$ cat src/rstc_regs.svh
// Register map, field positions, reset values and timing counts of the reset controller.
// Assumes a 32-bit classic Wishbone slave with byte addresses on an 8-bit address.
// Notes on behaviour
// - Status bits 10:8 hold last reset cause: 0 power, 1 backup, 2 watchdog, 3 software, 4 pin.
// - Reading status leaves the reset cause field untouched.
// - Status bit 17 is high while a software reset runs, clears itself after.
// - Status bit 16 shows the reset pin level, resampled every rising main clock edge.
// - Status bit 0 sets on a pin falling edge and holds until status is read.
// - Interrupt while pin fall flag set, pin reset disabled and mode bit 4 set.
// - A status read clears the pin fall flag and its interrupt.
// - Command and mode writes need key 0xA5 in bits 31:24; key reads zero.
// - Command bit 0 with good key resets the processor; zero does nothing.
// - Command bit 2 with good key resets the peripherals; zero does nothing.
// - Command bit 3 drives the pin low and resets processor and peripherals.
// - Mode bit 0 set lets a low pin level start a pin reset.
// - Pin pulse lasts two to the power of length plus one slow clock cycles.
// - A software reset lasts three slow clock cycles.
// - Command writes are ignored while a software reset is in progress.
// - The cause field updates when the processor reset is released, except after a command with bit 3 set and bit 0 clear.
`ifndef RSTC_REGS_SVH
`define RSTC_REGS_SVH

// ------------------------------------------------------------
// Offsets
// ------------------------------------------------------------
`define RSTC_OFF_CMD 8'h00
`define RSTC_OFF_STATUS 8'h04
`define RSTC_OFF_MODE 8'h08
`define RSTC_OFF_IRQ_STATUS 8'h0C
`define RSTC_OFF_IRQ_MASK 8'h10

// ------------------------------------------------------------
// Fields
// ------------------------------------------------------------
`define RSTC_KEY_MSB 31
`define RSTC_KEY_LSB 24
`define RSTC_KEY_VALUE 8'hA5
`define RSTC_CMD_CPU 0
`define RSTC_CMD_PERIPH 2
`define RSTC_CMD_PIN 3
`define RSTC_ST_FALL 0
`define RSTC_ST_CAUSE_LSB 8
`define RSTC_ST_LEVEL 16
`define RSTC_ST_BUSY 17
`define RSTC_MODE_EN 0
`define RSTC_MODE_IEN 4
`define RSTC_MODE_LEN_LSB 8
`define RSTC_IRQ_PIN_FALL 0
`define RSTC_IRQ_SW_DONE 1

// ------------------------------------------------------------
// Reset values and timing
// ------------------------------------------------------------
`define RSTC_MODE_EN_RESET 1'b1
`define RSTC_MODE_IEN_RESET 1'b0
`define RSTC_MODE_LEN_RESET 4'h0
`define RSTC_SW_RESET_SLOW_CYCLES 2'h3
`define RSTC_USER_EXIT_SLOW_CYCLES 2'h3

`endif

$ cat src/rstc_pkg.sv
// Types shared by the reset controller modules.
// Assumes rstc_regs.svh supplies the numeric constants.
package rstc_pkg;
  typedef enum logic [2:0]
  {
    CAUSE_GENERAL,
    CAUSE_BACKUP,
    CAUSE_WATCHDOG,
    CAUSE_SOFTWARE,
    CAUSE_USER
  } rstc_cause_t;

  typedef enum logic [1:0]
  {
    ST_RUN,
    ST_SOFT,
    ST_WDOG,
    ST_USER
  } rstc_state_t;
endpackage

$ cat src/rstc_pin_sampler.sv
// Samples the external reset pin and flags its falling edges.
// Assumes the pin input is already synchronous to clk_i.
`timescale 1ns/100ps
module rstc_pin_sampler
(
  // Clock and reset
  input wire logic clk_i,
  input wire logic rst_i,
  // Pin
  input wire logic pin_i,
  // Results
  output logic level_o,
  output logic fall_o
);
  logic level_reg;
  logic level_next;
  logic fall_reg;
  logic fall_next;

  always_comb
  begin
    level_next = pin_i;
    fall_next = level_reg & ~pin_i;
  end

  always_ff @(posedge clk_i)
  begin
    if (rst_i)
    begin
      level_reg <= 1'b1;
      fall_reg <= 1'b0;
    end
    else
    begin
      level_reg <= level_next;
      fall_reg <= fall_next;
    end
  end

  assign level_o = level_reg;
  assign fall_o = fall_reg;
endmodule

$ cat src/rstc_pulse_timer.sv
// Times the low pulse driven onto the external reset pin in slow clock ticks.
// Assumes tick_i is a one-cycle pulse per slow clock period.
`timescale 1ns/100ps
module rstc_pulse_timer
#(
  parameter int LEN_W = 4,
  parameter int CNT_W = 17
)
(
  // Clock and reset
  input wire logic clk_i,
  input wire logic rst_i,
  // Control
  input wire logic start_i,
  input wire logic tick_i,
  input wire logic [LEN_W-1:0] len_i,
  // Status
  output logic busy_o
);
  logic [CNT_W-1:0] cnt_reg;
  logic [CNT_W-1:0] cnt_next;
  logic busy_reg;
  logic busy_next;

  always_comb
  begin
    cnt_next = cnt_reg;
    busy_next = busy_reg;
    if (start_i)
    begin
      // Shift amount is one bit wider than the field so that length 15 does not wrap
      cnt_next = CNT_W'(1) << ({1'b0, len_i} + 1'b1);
      busy_next = 1'b1;
    end
    else if (busy_reg && tick_i)
    begin
      cnt_next = cnt_reg - 1'b1;
      busy_next = (cnt_reg != CNT_W'(1));
    end
  end

  always_ff @(posedge clk_i)
  begin
    if (rst_i)
    begin
      cnt_reg <= '0;
      busy_reg <= 1'b0;
    end
    else
    begin
      cnt_reg <= cnt_next;
      busy_reg <= busy_next;
    end
  end

  assign busy_o = busy_reg;
endmodule

$ cat src/rstc_top.sv
// Reset controller: Wishbone registers, reset sequencing, pin manager and interrupt.
// Assumes a slow clock level on slow_clk_i synchronous to clk_i and an open-drain pin.
//
// The Wishbone interface to the registers was chosen for this implementation.
`timescale 1ns/100ps
`include "rstc_regs.svh"
module rstc_top
(
  // Clock and reset
  input wire logic clk_i,
  input wire logic rst_i,
  // Wishbone slave
  input wire logic cyc_i,
  input wire logic stb_i,
  input wire logic we_i,
  input wire logic [7:0] adr_i,
  input wire logic [3:0] sel_i,
  input wire logic [31:0] dat_i,
  output logic [31:0] dat_o,
  output logic ack_o,
  // Reset sources
  input wire logic slow_clk_i,
  input wire logic backup_reset_i,
  input wire logic watchdog_fault_i,
  // External reset pin
  input wire logic pin_i,
  output logic pin_o,
  output logic pin_oe_o,
  // Reset outputs
  output logic cpu_reset_o,
  output logic periph_reset_o,
  // Interrupt
  output logic irq_o
);
  // ------------------------------------------------------------
  // Declarations
  // ------------------------------------------------------------
  rstc_pkg::rstc_state_t state_reg, state_next;
  rstc_pkg::rstc_cause_t cause_reg, cause_next;
  logic [1:0] slow_cnt_reg, slow_cnt_next;
  logic slow_prev_reg, slow_tick;
  logic cpu_rst_reg, cpu_rst_next;
  logic per_rst_reg, per_rst_next;
  logic sw_cpu_reg, sw_cpu_next;
  logic start_reg, start_next;
  logic boot_reg;
  logic pulse_prev_reg;
  logic pin_level, pin_fall, pulse_busy;
  logic fall_seen_reg, fall_seen_next;
  logic mode_en_reg, mode_en_next;
  logic mode_ien_reg, mode_ien_next;
  logic [3:0] mode_len_reg, mode_len_next;
  logic [1:0] irq_st_reg, irq_st_next;
  logic [1:0] irq_mask_reg, irq_mask_next;
  logic irq_reg, irq_next;
  logic ack_reg, ack_next;
  logic [31:0] dat_reg, dat_next;
  logic access, wr, rd_status, cmd_ok, sw_done;

  // Key check is shared by the command and mode writes
  function automatic logic key_ok(input logic [31:0] d);
    key_ok = (d[`RSTC_KEY_MSB:`RSTC_KEY_LSB] == `RSTC_KEY_VALUE);
  endfunction

  // ------------------------------------------------------------
  // Pin manager
  // ------------------------------------------------------------
  rstc_pin_sampler u_sampler
  (
    .clk_i(clk_i),
    .rst_i(rst_i),
    .pin_i(pin_i),
    .level_o(pin_level),
    .fall_o(pin_fall)
  );

  rstc_pulse_timer #(.LEN_W(4), .CNT_W(17)) u_pulse
  (
    .clk_i(clk_i),
    .rst_i(rst_i),
    .start_i(start_reg),
    .tick_i(slow_tick),
    .len_i(mode_len_reg),
    .busy_o(pulse_busy)
  );

  assign slow_tick = slow_clk_i & ~slow_prev_reg;

  // ------------------------------------------------------------
  // Bus decode
  // ------------------------------------------------------------
  // Only full-word writes are honoured, so the key lane is always present
  assign access = cyc_i & stb_i & ~ack_reg;
  assign wr = access & we_i & (sel_i == 4'hF);
  assign rd_status = access & ~we_i & (adr_i == `RSTC_OFF_STATUS);
  assign cmd_ok = wr && (adr_i == `RSTC_OFF_CMD) && key_ok(dat_i)
    && (state_reg == rstc_pkg::ST_RUN)
    && (dat_i[`RSTC_CMD_CPU] | dat_i[`RSTC_CMD_PERIPH] | dat_i[`RSTC_CMD_PIN]);

  always_comb
  begin
    ack_next = access;
    dat_next = 32'h0000_0000;
    if (access && !we_i)
    begin
      unique case (adr_i)
        `RSTC_OFF_STATUS:
        begin
          dat_next[`RSTC_ST_FALL] = fall_seen_reg;
          dat_next[`RSTC_ST_CAUSE_LSB +: 3] = cause_reg;
          dat_next[`RSTC_ST_LEVEL] = pin_level;
          dat_next[`RSTC_ST_BUSY] = (state_reg == rstc_pkg::ST_SOFT);
        end
        `RSTC_OFF_MODE:
        begin
          dat_next[`RSTC_MODE_EN] = mode_en_reg;
          dat_next[`RSTC_MODE_IEN] = mode_ien_reg;
          dat_next[`RSTC_MODE_LEN_LSB +: 4] = mode_len_reg;
        end
        `RSTC_OFF_IRQ_STATUS:
        begin
          dat_next[1:0] = irq_st_reg;
        end
        `RSTC_OFF_IRQ_MASK:
        begin
          dat_next[1:0] = irq_mask_reg;
        end
        default:
        begin
          dat_next = 32'h0000_0000;
        end
      endcase
    end
  end

  // ------------------------------------------------------------
  // Registers written by software
  // ------------------------------------------------------------
  always_comb
  begin
    mode_en_next = mode_en_reg;
    mode_ien_next = mode_ien_reg;
    mode_len_next = mode_len_reg;
    irq_mask_next = irq_mask_reg;
    if (wr && (adr_i == `RSTC_OFF_MODE) && key_ok(dat_i))
    begin
      mode_en_next = dat_i[`RSTC_MODE_EN];
      mode_ien_next = dat_i[`RSTC_MODE_IEN];
      mode_len_next = dat_i[`RSTC_MODE_LEN_LSB +: 4];
    end
    if (wr && (adr_i == `RSTC_OFF_IRQ_MASK))
    begin
      irq_mask_next = dat_i[1:0];
    end
  end

  // ------------------------------------------------------------
  // Reset sequencer
  // ------------------------------------------------------------
  always_comb
  begin
    state_next = state_reg;
    cause_next = cause_reg;
    slow_cnt_next = slow_cnt_reg;
    cpu_rst_next = cpu_rst_reg;
    per_rst_next = per_rst_reg;
    sw_cpu_next = sw_cpu_reg;
    start_next = boot_reg;
    sw_done = 1'b0;
    if (backup_reset_i)
    begin
      state_next = rstc_pkg::ST_RUN;
      cause_next = rstc_pkg::CAUSE_BACKUP;
      cpu_rst_next = 1'b0;
      per_rst_next = 1'b0;
    end
    else if (watchdog_fault_i && (state_reg != rstc_pkg::ST_WDOG))
    begin
      // Watchdog wins over a software reset in progress
      state_next = rstc_pkg::ST_WDOG;
      slow_cnt_next = 2'h0;
      cpu_rst_next = 1'b1;
      per_rst_next = 1'b1;
      start_next = 1'b1;
    end
    else
    begin
      unique case (state_reg)
        rstc_pkg::ST_RUN:
        begin
          if (cmd_ok)
          begin
            state_next = rstc_pkg::ST_SOFT;
            slow_cnt_next = 2'h0;
            cpu_rst_next = dat_i[`RSTC_CMD_CPU] | dat_i[`RSTC_CMD_PIN];
            per_rst_next = dat_i[`RSTC_CMD_PERIPH] | dat_i[`RSTC_CMD_PIN];
            sw_cpu_next = dat_i[`RSTC_CMD_CPU];
            start_next = dat_i[`RSTC_CMD_PIN];
          end
          // Sampled level lags the end of our own pulse by one cycle, so wait for it
          else if (!pin_level && mode_en_reg && !pulse_busy && !pulse_prev_reg)
          begin
            state_next = rstc_pkg::ST_USER;
            slow_cnt_next = 2'h0;
            cpu_rst_next = 1'b1;
            per_rst_next = 1'b1;
          end
        end
        rstc_pkg::ST_SOFT, rstc_pkg::ST_WDOG:
        begin
          if (slow_tick)
          begin
            slow_cnt_next = slow_cnt_reg + 2'h1;
            if (slow_cnt_reg == `RSTC_SW_RESET_SLOW_CYCLES - 2'h1)
            begin
              state_next = rstc_pkg::ST_RUN;
              cpu_rst_next = 1'b0;
              per_rst_next = 1'b0;
              if (state_reg == rstc_pkg::ST_WDOG)
              begin
                cause_next = rstc_pkg::CAUSE_WATCHDOG;
              end
              else
              begin
                sw_done = 1'b1;
                if (sw_cpu_reg)
                begin
                  cause_next = rstc_pkg::CAUSE_SOFTWARE;
                end
              end
            end
          end
        end
        rstc_pkg::ST_USER:
        begin
          if (!pin_level)
          begin
            slow_cnt_next = 2'h0;
          end
          else if (slow_tick)
          begin
            slow_cnt_next = slow_cnt_reg + 2'h1;
            if (slow_cnt_reg == `RSTC_USER_EXIT_SLOW_CYCLES - 2'h1)
            begin
              state_next = rstc_pkg::ST_RUN;
              cpu_rst_next = 1'b0;
              per_rst_next = 1'b0;
              cause_next = rstc_pkg::CAUSE_USER;
            end
          end
        end
      endcase
    end
  end

  // ------------------------------------------------------------
  // Status flags and interrupt
  // ------------------------------------------------------------
  always_comb
  begin
    // A fall in the same cycle as the read is kept: set wins over clear
    fall_seen_next = pin_fall | (fall_seen_reg & ~rd_status);
    irq_st_next = irq_st_reg;
    if (wr && (adr_i == `RSTC_OFF_IRQ_STATUS))
    begin
      irq_st_next = irq_st_reg & ~dat_i[1:0];
    end
    irq_st_next[`RSTC_IRQ_PIN_FALL] = irq_st_next[`RSTC_IRQ_PIN_FALL] | pin_fall;
    irq_st_next[`RSTC_IRQ_SW_DONE] = irq_st_next[`RSTC_IRQ_SW_DONE] | sw_done;
    irq_next = (fall_seen_next & ~mode_en_reg & mode_ien_reg)
      | (|(irq_st_reg & irq_mask_reg));
  end

  // ------------------------------------------------------------
  // State registers
  // ------------------------------------------------------------
  always_ff @(posedge clk_i)
  begin
    if (rst_i)
    begin
      state_reg <= rstc_pkg::ST_RUN;
      cause_reg <= rstc_pkg::CAUSE_GENERAL;
      slow_cnt_reg <= 2'h0;
      slow_prev_reg <= 1'b0;
      cpu_rst_reg <= 1'b0;
      per_rst_reg <= 1'b0;
      sw_cpu_reg <= 1'b0;
      start_reg <= 1'b0;
      boot_reg <= 1'b1;
      pulse_prev_reg <= 1'b0;
      fall_seen_reg <= 1'b0;
      mode_en_reg <= `RSTC_MODE_EN_RESET;
      mode_ien_reg <= `RSTC_MODE_IEN_RESET;
      mode_len_reg <= `RSTC_MODE_LEN_RESET;
      irq_st_reg <= 2'h0;
      irq_mask_reg <= 2'h0;
      irq_reg <= 1'b0;
      ack_reg <= 1'b0;
      dat_reg <= 32'h0000_0000;
    end
    else
    begin
      state_reg <= state_next;
      cause_reg <= cause_next;
      slow_cnt_reg <= slow_cnt_next;
      slow_prev_reg <= slow_clk_i;
      cpu_rst_reg <= cpu_rst_next;
      per_rst_reg <= per_rst_next;
      sw_cpu_reg <= sw_cpu_next;
      start_reg <= start_next;
      boot_reg <= 1'b0;
      pulse_prev_reg <= pulse_busy;
      fall_seen_reg <= fall_seen_next;
      mode_en_reg <= mode_en_next;
      mode_ien_reg <= mode_ien_next;
      mode_len_reg <= mode_len_next;
      irq_st_reg <= irq_st_next;
      irq_mask_reg <= irq_mask_next;
      irq_reg <= irq_next;
      ack_reg <= ack_next;
      dat_reg <= dat_next;
    end
  end

  // ------------------------------------------------------------
  // Outputs
  // ------------------------------------------------------------
  assign dat_o = dat_reg;
  assign ack_o = ack_reg;
  assign pin_o = 1'b0;
  assign pin_oe_o = pulse_busy;
  assign cpu_reset_o = cpu_rst_reg;
  assign periph_reset_o = per_rst_reg;
  assign irq_o = irq_reg;
endmodule

$ cat config.mk
export PLATFORM = sky130hd
export DESIGN_NAME = rstc_top
export DESIGN_NICKNAME = d
export VERILOG_FILES = /design/src/rstc_pkg.sv /design/src/rstc_pin_sampler.sv /design/src/rstc_pulse_timer.sv /design/src/rstc_top.sv
export VERILOG_INCLUDE_DIRS = /design/src
export SDC_FILE = /design/constraint.sdc
export NUM_CORES = 1
export LEC_CHECK = 0
export ABC_AREA = 1
export BUFFER_PORTS_ARGS = -buffer_cell sky130_fd_sc_hd__buf_2
export CORE_MARGIN = 2
export CORE_UTILIZATION = 57
export CTS_CLUSTER_SIZE = 30
export DETAILED_ROUTE_END_ITERATION = 16
export GPL_ROUTABILITY_DRIVEN = 0
export GPL_TIMING_DRIVEN = 0
export PLACE_DENSITY = 0.91
export SLEW_MARGIN = 20
export SYNTH_ARGS = -nofsm -noshare
export SYNTH_HDL_FRONTEND = slang
export SYNTH_SLANG_ARGS = --single-unit
export TNS_END_PERCENT = 20
$ cat constraint.sdc
create_clock -name clk_i -period 2.5 [get_ports clk_i]
set_input_delay 0.5 -clock clk_i [delete_from_list [all_inputs] [get_ports clk_i]]
set_output_delay 0.5 -clock clk_i [all_outputs]
set_load 0.05 [all_outputs]
==> results by group, run 1 <==
Run status
  • Status: finished clean

Timing
  • Final count of pins violating max slew: 0
  • RSZ-0062 raised after global routing: false
  • Tcrit/Tclk final: 0.740
  • Final Hold Violating Endpoints: 0
  • Slew margin rel.: 0.611
  • Worst-Margin Slew: 0.584 ns
  • Final Critical Period: 1.85 ns
  • Fmax: 541 MHz
  • Finish-stage setup viols: 0
  • Sum Neg Setup Slack: 0 ns
  • Clock skew: 0.0145 ns

Worst setup path
  • Crit path DAT: between 2 and 2.5 ns
  • Critical path class: reg2reg
  • Crit path capture type: flop
  • Worst path required time: between 2 and 3 ns
  • R2R depth: 8
  • Crit Reg-Reg Startpoint: state_reg[0]
  • R2r endpoint: periph_reset_o
  • CP Launch Type: flop
  • R2R Setup Slk: 0.65 ns
  • CP max FO: 5
  • CP startpoint: state_reg[0]

Synthesis
  • Synth Flop Type: dfxtp_1
  • Cell count after synthesis: roughly 470
  • Yosys cell types: 46
  • Post-synth EDFFs: 0
  • Mapped Avg Cell Area: 7.04 um^2
  • Sequential-to-total area share from yosys stat: 0.342
  • Async set-reset flop share out of synthesis: 0
  • Flops & latches, synth: 56
  • Cell Area, Synth: 0.00328 mm^2
  • Yosys warnings: 0

Clocking
  • Cts hold-fix bufs: 0
  • CTS resizes: 0
  • # Post-CTS Setup Buffers: 0
  • Clock Path Buffers: 2
  • Inserted Clock Buffers: 5
  • Worst-path clk slew: roughly 0.10 ns
  • CTS Root Cell: clkbuf_8
  • Num Clock Sinks: 56
  • Worst skew pair latency: around 0.32 ns
  • H-tree depth: 2
  • CTS tree: built

Power and ir drop
  • Power Total: 2090 uW
  • Cell Pwr Density: 550 mW/mm^2
  • Max VDD drop: 0.000333 V
  • Static Leak: 0.00180 uW

Layout
  • Number of flip-flops in the largest register: 17
  • Non-filler cells, final: 620
  • Share of cells above drive strength 1: 0.232
  • Final #Nets: 608
  • Final instance area: ~0.0038 mm^2
  • Area growth, synth to finish: 15.8%
  • Diode count: 0

Floorplanning
  • Die Y: 79.9 um
  • FP Rows: 27
  • Core Area: 0.00554 mm^2
  • Initial core utilization: 0.592
  • Die ar.: 0.00638 mm^2
  • Die W: 79.9 um
  • Ports: 91

Route
  • Initial DRC count: 285
  • Total wire length: about 8 mm
  • Final ANT Viol Nets: 0
  • Vias post-DR: about 3.3k
  • DR DRC count: 0
  • Routed WL per cell: 13.0 um
  • First drt pass iteration count: 5
  • Vias/cell: 5.35

Global route
  • Met1 usage: 0.328
  • M2 GR Usage: 0.478
  • GR Util All Layers: 0.271
  • Vias in the first global route: between 3k and 4k
  • Initial antenna violation count: 0
  • Busiest grt layer: met2
  • First-pass GRT wire length: 13.8 mm
  • Met3 usage: 0.0441
  • Grt ovf: 0
  • Largest net degree at the start of global routing: 18

Min path
  • Hold Path Depth: 1
  • WHS Endpoint: boot_reg
  • Hold Path Class: in2reg
  • Hold Crit Start: rst_i

Job
  • Max_cap viols: 0

Place
  • HPWL after DPL: 6.24 mm
  • Dpl cell area: 0.00371 mm^2
  • Post-Place Cells: 612
  • Port bufs: 51
-- cell type report --
class / instances / area [um^2]
plain buffers: 33 / 228
clock buffers: 5 / 68.8
clock inverters: 3 / 18.8
fillers: 498 / 1740
inverters: 61 / 230
multi-input cells: 339 / 1790
flip-flops and latches: 56 / 1120
well taps: 72 / 90.1
repair buffers: 51 / 255
-- cells in the mapped netlist, types with 2 or more instances --
cell | n | share of area
or2_2 | 3 | 0.0057
inv_2 | 3 | 0.0034
ha_1 | 8 | 0.031
nand4_1 | 8 | 0.015
a211oi_2 | 5 | 0.019
buf_2 | 4 | 0.0061
nor3_1 | 8 | 0.012
a21oi_1 | 36 | 0.055
nor2_4 | 3 | 0.010
inv_1 | 56 | 0.064
dfxtp_1 | 56 | 0.34
nor2_2 | 8 | 0.015
nand3_1 | 25 | 0.038
nor2_1 | 61 | 0.070
a22oi_1 | 2 | 0.0046
nand2_2 | 7 | 0.013
a31oi_1 | 8 | 0.015
clkbuf_1 | 3 | 0.0034
o21ai_0 | 32 | 0.049
xnor2_1 | 4 | 0.011
buf_4 | 24 | 0.055
nand3_2 | 2 | 0.0061
nand2_1 | 72 | 0.082
o31ai_1 | 2 | 0.0046
o211ai_1 | 4 | 0.0092
xor2_1 | 2 | 0.0053
-- critical path, cell delays in order, from the launching register on --
cell and delay, ns:
dfxtp_1 0.42, inv_1 0.11, ha_1 0.25, nor2_1 0.32, inv_1 0.20, nand3_1 0.17, nand2_2 0.09, a21oi_1 0.14
nor2_1 0.06
-- cell families (layout without fill, tap and decap cells) --
logic type | Yosys count | count (layout) | synth area share
xor gates and xnor gates | 7 | 7 | 0.0210
adders and majority gates | 8 | 8 | 0.0305
AOI/OAI and AO/OA | 98 | 98 | 0.178
DFF | 56 | 56 | 0.342
other | 1 | 24 | 0.00114
and+or+nand+nor | 202 | 202 | 0.288
buffers and inverters | 94 | 153 | 0.140
-- routing by layer --
layer,vias to the layer above,share of wire
met5,-,0
met4,0,0.030
met3,24,0.069
met2,162,0.50
met1,1485,0.40
li1,1646,-
-- worst max path at each step --
stage / end / slack, ns / cells after the start
after global routing: periph_reset_o / 0.47 / 8
after detailed placement: dat_o[8] / 0.71 / 6
after CTS: periph_reset_o / 0.68 / 8
final: periph_reset_o / 0.65 / 8
after global placement: dat_o[8] / 0.76 / 6
after floorplan: cpu_reset_o / 1.0 / 7
-- layout by cell type, fill, tap and decap left out, types with 2 or more instances in the layout --
| cell | netlist | routed |
|---|---|---|
| a211oi_2 | 5 | 5 |
| a21oi_1 | 36 | 36 |
| a22oi_1 | 2 | 2 |
| a31oi_1 | 8 | 8 |
| buf_2 | 4 | 55 |
| buf_4 | 24 | 24 |
| clkbuf_1 | 3 | 3 |
| clkbuf_8 | 0 | 5 |
| clkinv_2 | 1 | 3 |
| conb_1 | 1 | 24 |
| dfxtp_1 | 56 | 56 |
| ha_1 | 8 | 8 |
| inv_1 | 56 | 56 |
| inv_2 | 3 | 3 |
| nand2_1 | 72 | 72 |
| nand2_2 | 7 | 7 |
| nand3_1 | 25 | 25 |
| nand3_2 | 2 | 2 |
| nand4_1 | 8 | 8 |
| nor2_1 | 61 | 61 |
| nor2_2 | 8 | 8 |
| nor2_4 | 3 | 3 |
| nor3_1 | 8 | 8 |
| o211ai_1 | 4 | 4 |
| o21ai_0 | 32 | 32 |
| o31ai_1 | 2 | 2 |
| or2_2 | 3 | 3 |
| xnor2_1 | 4 | 4 |
| xor2_1 | 2 | 2 |
-- power by group --
part	switching, uW	internal (uW)	total [uW]
Sequential	45.5	939	985
Clock	314	197	511
Combinational	395	199	593
Total	754	1330	2090
-- per-stage QoR --
step | util | hold WS (ns) | setup slack, ns
finish | 0.686 | 0.360 | 0.651
global route | 0.686 | 0.336 | 0.466
CTS | 0.686 | 0.342 | 0.684
detailed placement | 0.670 | 0.447 | 0.713
global placement | 0.670 | 0.444 | 0.756
floorplan | - | 0.429 | 0.997
(Power assumes the default switching activity.)
==> run 2: changes to the inputs <==
--- a/config.mk
+++ b/config.mk
@@ -9,12 +9,12 @@
 export ABC_AREA = 1
 export BUFFER_PORTS_ARGS = -buffer_cell sky130_fd_sc_hd__buf_2
 export CORE_MARGIN = 2
-export CORE_UTILIZATION = 57
+export CORE_UTILIZATION = 48
 export CTS_CLUSTER_SIZE = 30
 export DETAILED_ROUTE_END_ITERATION = 16
 export GPL_ROUTABILITY_DRIVEN = 0
 export GPL_TIMING_DRIVEN = 0
-export PLACE_DENSITY = 0.91
+export PLACE_DENSITY = 0.82
 export SLEW_MARGIN = 20
 export SYNTH_ARGS = -nofsm -noshare
 export SYNTH_HDL_FRONTEND = slang
==> constraint.sdc (replaced) <==
create_clock -name clk_i -period 1.7 [get_ports clk_i]
set_input_delay 0.34 -clock clk_i [delete_from_list [all_inputs] [get_ports clk_i]]
set_output_delay 0.34 -clock clk_i [all_outputs]
set_load 0.05 [all_outputs]
==> run 2 against run 1 <==
  * Register-to-register slack worse by 0.55 ns
  * Via count fell by 3.9%
  * First-iteration DRC count grew 5.6%
  * Flip-flop and latch count is the same
  * Wire length down 1.7%
  * Maximum frequency increased by 16%
  * Clock skew shrank 0.0035 ns
==> results by group, run 2 (synthesized netlist as in run 1, its figures left out) <==
Route
  • Routed WL per cell: 12.5 um (-3.3%)
  • First drt pass iteration count: 5 (unchanged)
  • DR DRC count: 0 (unchanged)
  • Vias post-DR: 3189 (-3.9%)
  • Final ANT Viol Nets: 0 (unchanged)
  • Vias/cell: 5.06 (-5.4%)
  • Initial DRC count: 301 (+5.6%)
  • Total wire length: 7.90 mm (-1.7%)

Floorplanning
  • Initial core utilization: 0.488 (-0.104)
  • Die Y: 86.7 um (+8.5%)
  • Core Area: 0.00672 mm^2 (+21%)
  • Die W: 86.7 um (+8.5%)
  • FP Rows: 30 (+11%)
  • Die ar.: 0.00751 mm^2 (+18%)
  • Ports: 91 (unchanged)

Layout
  • Final #Nets: 610 (+0.33%)
  • Multi-input logic area: 0.00182 mm^2 (+1.7%)
  • Most frequent cells in the layout: 72 x nand2_1, 59 x nor2_1, 55 x buf_2, 55 x dfxtp_1, 54 x inv_1
  • Diode count: 0 (unchanged)
  • Layout fillers: 625 (+26%)
  • Share of cells above drive strength 1: 0.247 (+0.0155)
  • Number of flip-flops in the largest register: 17 (unchanged)
  • Register Area: 0.00112 mm^2 (+0.11%)
  • Commonest non-fill, non-tap cell in the layout: nand2_1
  • Area growth, synth to finish: 17.8%

Clocking
  • H-tree depth: 2 (unchanged)
  • Worst skew pair latency: 0.33 ns (about the same)
  • Worst-path clk slew: 0.11 ns (about the same)
  • Inserted Clock Buffers: 5 (unchanged)
  • CTS Root Cell: clkbuf_8
  • CTS tree: built
  • Cts hold-fix bufs: 0 (unchanged)
  • Clock Path Buffers: 2 (unchanged)
  • Num Clock Sinks: 56 (unchanged)

Run status
  • Status: finished clean

Min path
  • Hold Path Class: in2reg
  • Hold Path Depth: 1 (unchanged)

Global route
  • GR Util All Layers: 0.216 (-0.0550)
  • Grt ovf: 0 (unchanged)
  • First-pass GRT wire length: 13.0 mm (-5.8%)
  • Initial antenna violation count: 0 (unchanged)
  • Largest net degree at the start of global routing: 21 (+3)
  • Vias in the first global route: 2855 (-7.4%)

Worst setup path
  • Worst path required time: 1.96 ns (-0.76 ns)
  • Crit path capture type: flop
  • CP max FO: 5 (unchanged)
  • CP Launch Type: flop
  • Critical path class: reg2reg
  • Crit path DAT: 1.85 ns (-0.22 ns)
  • R2R depth: 7 (-1)

Power and ir drop
  • Power Total: 3150 uW (+51%)
  • Static Leak: 0.00181 uW (+0.83%)
  • Cell Pwr Density: 815 mW/mm^2 (+48%)
  • Max VDD drop: 0.000468 V (+41%)

Timing
  • Finish-stage setup viols: 0 (unchanged)
  • Clock skew: 0.0111 ns (-0.00345 ns)
  • RSZ-0062 raised after global routing: false
  • Final count of pins violating max slew: 0 (unchanged)
  • Slew margin rel.: 0.614 (+0.00360)
  • Tcrit/Tclk final: 0.938 (+0.198)
  • Final Critical Period: 1.59 ns (-0.255 ns)
  • Final worst slack: 0.106 ns (-0.545 ns)
  • Worst-Margin Slew: 0.579 ns (-0.00540 ns)
  • Final Hold Violating Endpoints: 0 (unchanged)
  • Fmax: 627 MHz (+16%)

Place
  • HPWL after DPL: 6.08 mm (-2.4%)
  • Pre-CTS WS: -0.0421 ns (-0.755 ns)
  • Port bufs: 51 (unchanged)

Job
  • Max_cap viols: 0 (unchanged)
==> run 2: cell types whose count changed in the layout (fill, tap and decap cells not counted), sizes merged <==
cell,before,now
clkinv,5,2
buf,80,82
inv,59,62
==> run 2: metrics by stage <==
| stage | util | TNS [ns] | std cells | hold WS, ns | instance area [um^2] |
|---|---|---|---|---|---|
| 6_report | 0.576 | 0 | 630 | 0.173 | 3870 |
| 5_1_grt | 0.576 | 0 | 630 | 0.167 | 3870 |
| 4_1_cts | 0.571 | 0 | 628 | 0.170 | 3830 |
| 3_5_place_dp | 0.554 | -0.171 | 620 | 0.448 | 3720 |
| 3_3_place_gp | 0.554 | -0.0288 | 620 | 0.444 | 3720 |
| 2_1_floorplan | - | 0 | 489 | 0.368 | 3370 |
==> run 2: where the power goes <==
part / internal (uW) / total, uW / switching [uW]
Clock: 312 / 802 / 490
Sequential: 1380 / 1450 / 67.1
Combinational: 318 / 900 / 582
Total: 2010 / 3150 / 1140
==> run 2: what timing repair did <==
item / 4_1_cts / 5_1_grt
buffers inserted: 0 / 2
setup endpoints to repair: 10 / 12
resized for setup: 4 / 6
pin swaps: 0 / 2
==> run 2: worst paths after layout <==
path                     end  slack (ns)         start
max          slow_cnt_reg[1]        0.11  state_reg[1]
min                 boot_reg        0.17         rst_i
max reg2reg  slow_cnt_reg[1]        0.11  state_reg[1]
min reg2reg     cause_reg[1]        0.47  cause_reg[1]
==> run 2: per-layer routing <==
metal,vias to the layer above,wire (um),track usage,share of wire
met1,1411,3310,0.269,0.42
met4,0,173,0.0781,0.022
met2,111,3960,0.376,0.50
met5,-,0,0,0
met3,17,455,0.0352,0.058
li1,1650,-,-,-
==> run 2: area by class of cell <==
type                    instances  area share
multi-input cells             339       0.470
flip-flops and latches         56       0.290
repair buffers                 53      0.0699
inverters                      61      0.0595
plain buffers                  33      0.0589
well taps                      80      0.0259
clock buffers                   5      0.0178
clock inverters                 3     0.00744
==> run 2: worst max-delay path, cell delays in order, from the launching register on <==
cell and delay [ns]:
dfxtp_1 0.39, ha_1 0.25, inv_1 0.11, o21ai_0 0.22
nand2_1 0.14, a211oi_1 0.19, nand3_1 0.10, a21oi_1 0.14
==> run 3: changes to the inputs <==
--- a/config.mk
+++ b/config.mk
@@ -15,6 +15,7 @@
 export GPL_ROUTABILITY_DRIVEN = 0
 export GPL_TIMING_DRIVEN = 0
 export PLACE_DENSITY = 0.82
+export RECOVER_POWER = 25
 export SLEW_MARGIN = 20
 export SYNTH_ARGS = -nofsm -noshare
 export SYNTH_HDL_FRONTEND = slang
==> run 3 against run 2 <==
  * Die area is the same
  * Design area decreased by 0.55%
  * Sequential share of layout area up 0.16 points
  * Sequential power is essentially flat
  * Global-route usage did not move
  * First-iteration DRC count down 17%
  * Hold slack gained 0.036 ns
  * Clock skew down 0.0047 ns
  * Via count rose by 1.2%
  * Worst setup slack lost 0.0013 ns
  * Wire length grew 0.48%
  * Critical path type unchanged
==> results by group, run 3 (synthesized netlist as in run 1, its figures left out) <==
Clocking
  • Worst-path clk slew: 0.11 ns (about the same)
  • Clock Path Buffers: 2 (unchanged)
  • CTS Root Cell: clkbuf_8
  • Num Clock Sinks: 56 (unchanged)
  • CTS tree: built
  • H-tree depth: 2 (unchanged)
  • Inserted Clock Buffers: 5 (unchanged)
  • Worst skew pair latency: 0.32 ns (about the same)

Route
  • First drt pass iteration count: 5 (unchanged)
  • Total wire length: 7.94 mm (+0.48%)
  • DR DRC count: 0 (unchanged)
  • Routed WL per cell: 12.6 um (+0.48%)
  • Final ANT Viol Nets: 0 (unchanged)
  • Vias/cell: 5.12 (+1.2%)
  • Vias post-DR: 3228 (+1.2%)
  • Initial DRC count: 249 (-17%)

Place
  • Port bufs: 51 (unchanged)
  • Post-Place Cells: 620 (unchanged)
  • HPWL after DPL: 6.08 mm (unchanged)
  • Pre-CTS WS: -0.0421 ns (unchanged)
  • Dpl cell area: 0.00372 mm^2 (unchanged)

Floorplanning
  • Die Y: 86.7 um (unchanged)
  • Ports: 91 (unchanged)
  • Core Area: 0.00672 mm^2 (unchanged)
  • Die W: 86.7 um (unchanged)
  • Initial core utilization: 0.488 (unchanged)
  • Die ar.: 0.00751 mm^2 (unchanged)
  • FP Rows: 30 (unchanged)

Worst setup path
  • R2R depth: 7 (unchanged)
  • Crit path DAT: 1.85 ns (about the same)
  • R2r endpoint: slow_cnt_reg[1]
  • CP max FO: 5 (unchanged)
  • Critical path class: reg2reg
  • Crit Reg-Reg Startpoint: state_reg[0]
  • Worst path required time: 1.96 ns (about the same)
  • CP Launch Type: flop
  • Crit path capture type: flop
  • R2R Setup Slk: 0.10 ns (about the same)

Layout
  • Final Core Density: 0.572 (-0.00317)
  • Most frequent cells in the layout: 72 x nand2_1, 59 x nor2_1, 55 x dfxtp_1, 54 x inv_1, 47 x buf_2
  • Final instance area: 0.00385 mm^2 (-0.55%)
  • Commonest non-fill, non-tap cell in the layout: nand2_1
  • Number of flip-flops in the largest register: 17 (unchanged)
  • Non-filler cells, final: 630 (unchanged)
  • Diode count: 0 (unchanged)
  • Final #Nets: 610 (unchanged)
  • Share of cells above drive strength 1: 0.229 (-0.0182)
  • Area growth, synth to finish: 17.2%

Timing
  • Worst-Margin Slew: 0.602 ns (+0.0230 ns)
  • Fmax: 627 MHz (about the same)
  • Final Hold Violating Endpoints: 0 (unchanged)
  • Finish-stage setup viols: 0 (unchanged)
  • Clock skew: 0.00641 ns (-0.00465 ns)
  • Sum Neg Setup Slack: 0 ns (unchanged)
  • RSZ-0062 raised after global routing: false
  • Slew margin rel.: 0.601 (-0.0136)
  • Final Critical Period: 1.60 ns (+0.00126 ns)
  • Final count of pins violating max slew: 0 (unchanged)
  • Tcrit/Tclk final: 0.939 (about the same)
  • Final worst slack: 0.104 ns (-0.00126 ns)

Global route
  • Initial antenna violation count: 0 (unchanged)
  • Vias in the first global route: 2855 (unchanged)
  • First-pass GRT wire length: 13.0 mm (unchanged)
  • M2 GR Usage: 0.376 (unchanged)
  • Met1 usage: 0.269 (unchanged)
  • Met3 usage: 0.0352 (unchanged)
  • Grt ovf: 0 (unchanged)
  • Busiest grt layer: met2
  • Largest net degree at the start of global routing: 21 (unchanged)
  • GR Util All Layers: 0.216 (unchanged)

Min path
  • Hold Path Depth: 1 (unchanged)
  • Hold Path Class: in2reg
  • Hold Crit Start: rst_i
  • WHS Endpoint: boot_reg

Job
  • Max_cap viols: 0 (unchanged)

Power and ir drop
  • Max VDD drop: 0.000464 V (-0.99%)
  • Cell Pwr Density: 820 mW/mm^2 (+0.60%)
  • Static Leak: 0.00178 uW (-1.7%)

Run status
  • Status: finished clean
-- run 3: critical path, cell delays in order (launching register included) --
cell      delay (ns)
dfxtp_2         0.39
ha_1            0.24
inv_1           0.11
o21ai_0         0.22
nand2_1         0.13
a211oi_1        0.19
nand3_1         0.10
a21oi_1         0.14
-- run 3: how the worst max path moves through the flow --
stage	from	endpoint	slack [ns]	depth (start not counted)
6_report	state_reg[0]	slow_cnt_reg[1]	0.10	7
5_1_grt	u_pulse.cnt_reg[0]	u_pulse.cnt_reg[16]	0.01	10
4_1_cts	state_reg[0]	cpu_reset_o	0.03	10
3_5_place_dp	state_reg[0]	slow_cnt_reg[1]	-0.04	7
3_3_place_gp	state_reg[0]	cpu_reset_o	-0.02	8
2_1_floorplan	u_pulse.busy_o	cpu_reset_o	0.20	7
-- run 3: through the flow --
stage | hold slack (ns) | total power, uW
after floorplan | 0.368 | 2140
after global placement | 0.444 | 2300
after detailed placement | 0.448 | 2330
after CTS | 0.170 | 3130
after global routing | 0.206 | 3310
final | 0.209 | 3150
-- run 3: what timing repair did --
action                                 CTS  global route
hold buffers                             0             0
setup endpoints to repair               10            12
endpoints found under the hold margin    0             0
resized for setup                        4             6
pin swaps                                0             2
setup buffers                            0             2
-- run 3: per-layer routing --
metal / wire, um / vias to the layer above
li1: - / 1647
met1: 3340 / 1433
met2: 3880 / 125
met3: 509 / 23
met4: 212 / 0
met5: 0 / -
-- run 3: area by class of cell --
| cell class | instances | area [um^2] |
|---|---|---|
| multi-input combinational | 339 | 1810 |
| inverter | 61 | 230 |
| buffer | 33 | 225 |
| tap | 80 | 100 |
| fill | 628 | 2870 |
| clock inverter | 3 | 28.8 |
| sequential | 56 | 1120 |
| clock buffer | 5 | 68.8 |
| timing repair buffer | 53 | 263 |
-- run 3: report_power, final --
group | switching, uW | internal [uW]
logic | 582 | 316
clock network | 493 | 312
registers | 67.2 | 1380
total | 1140 | 2010
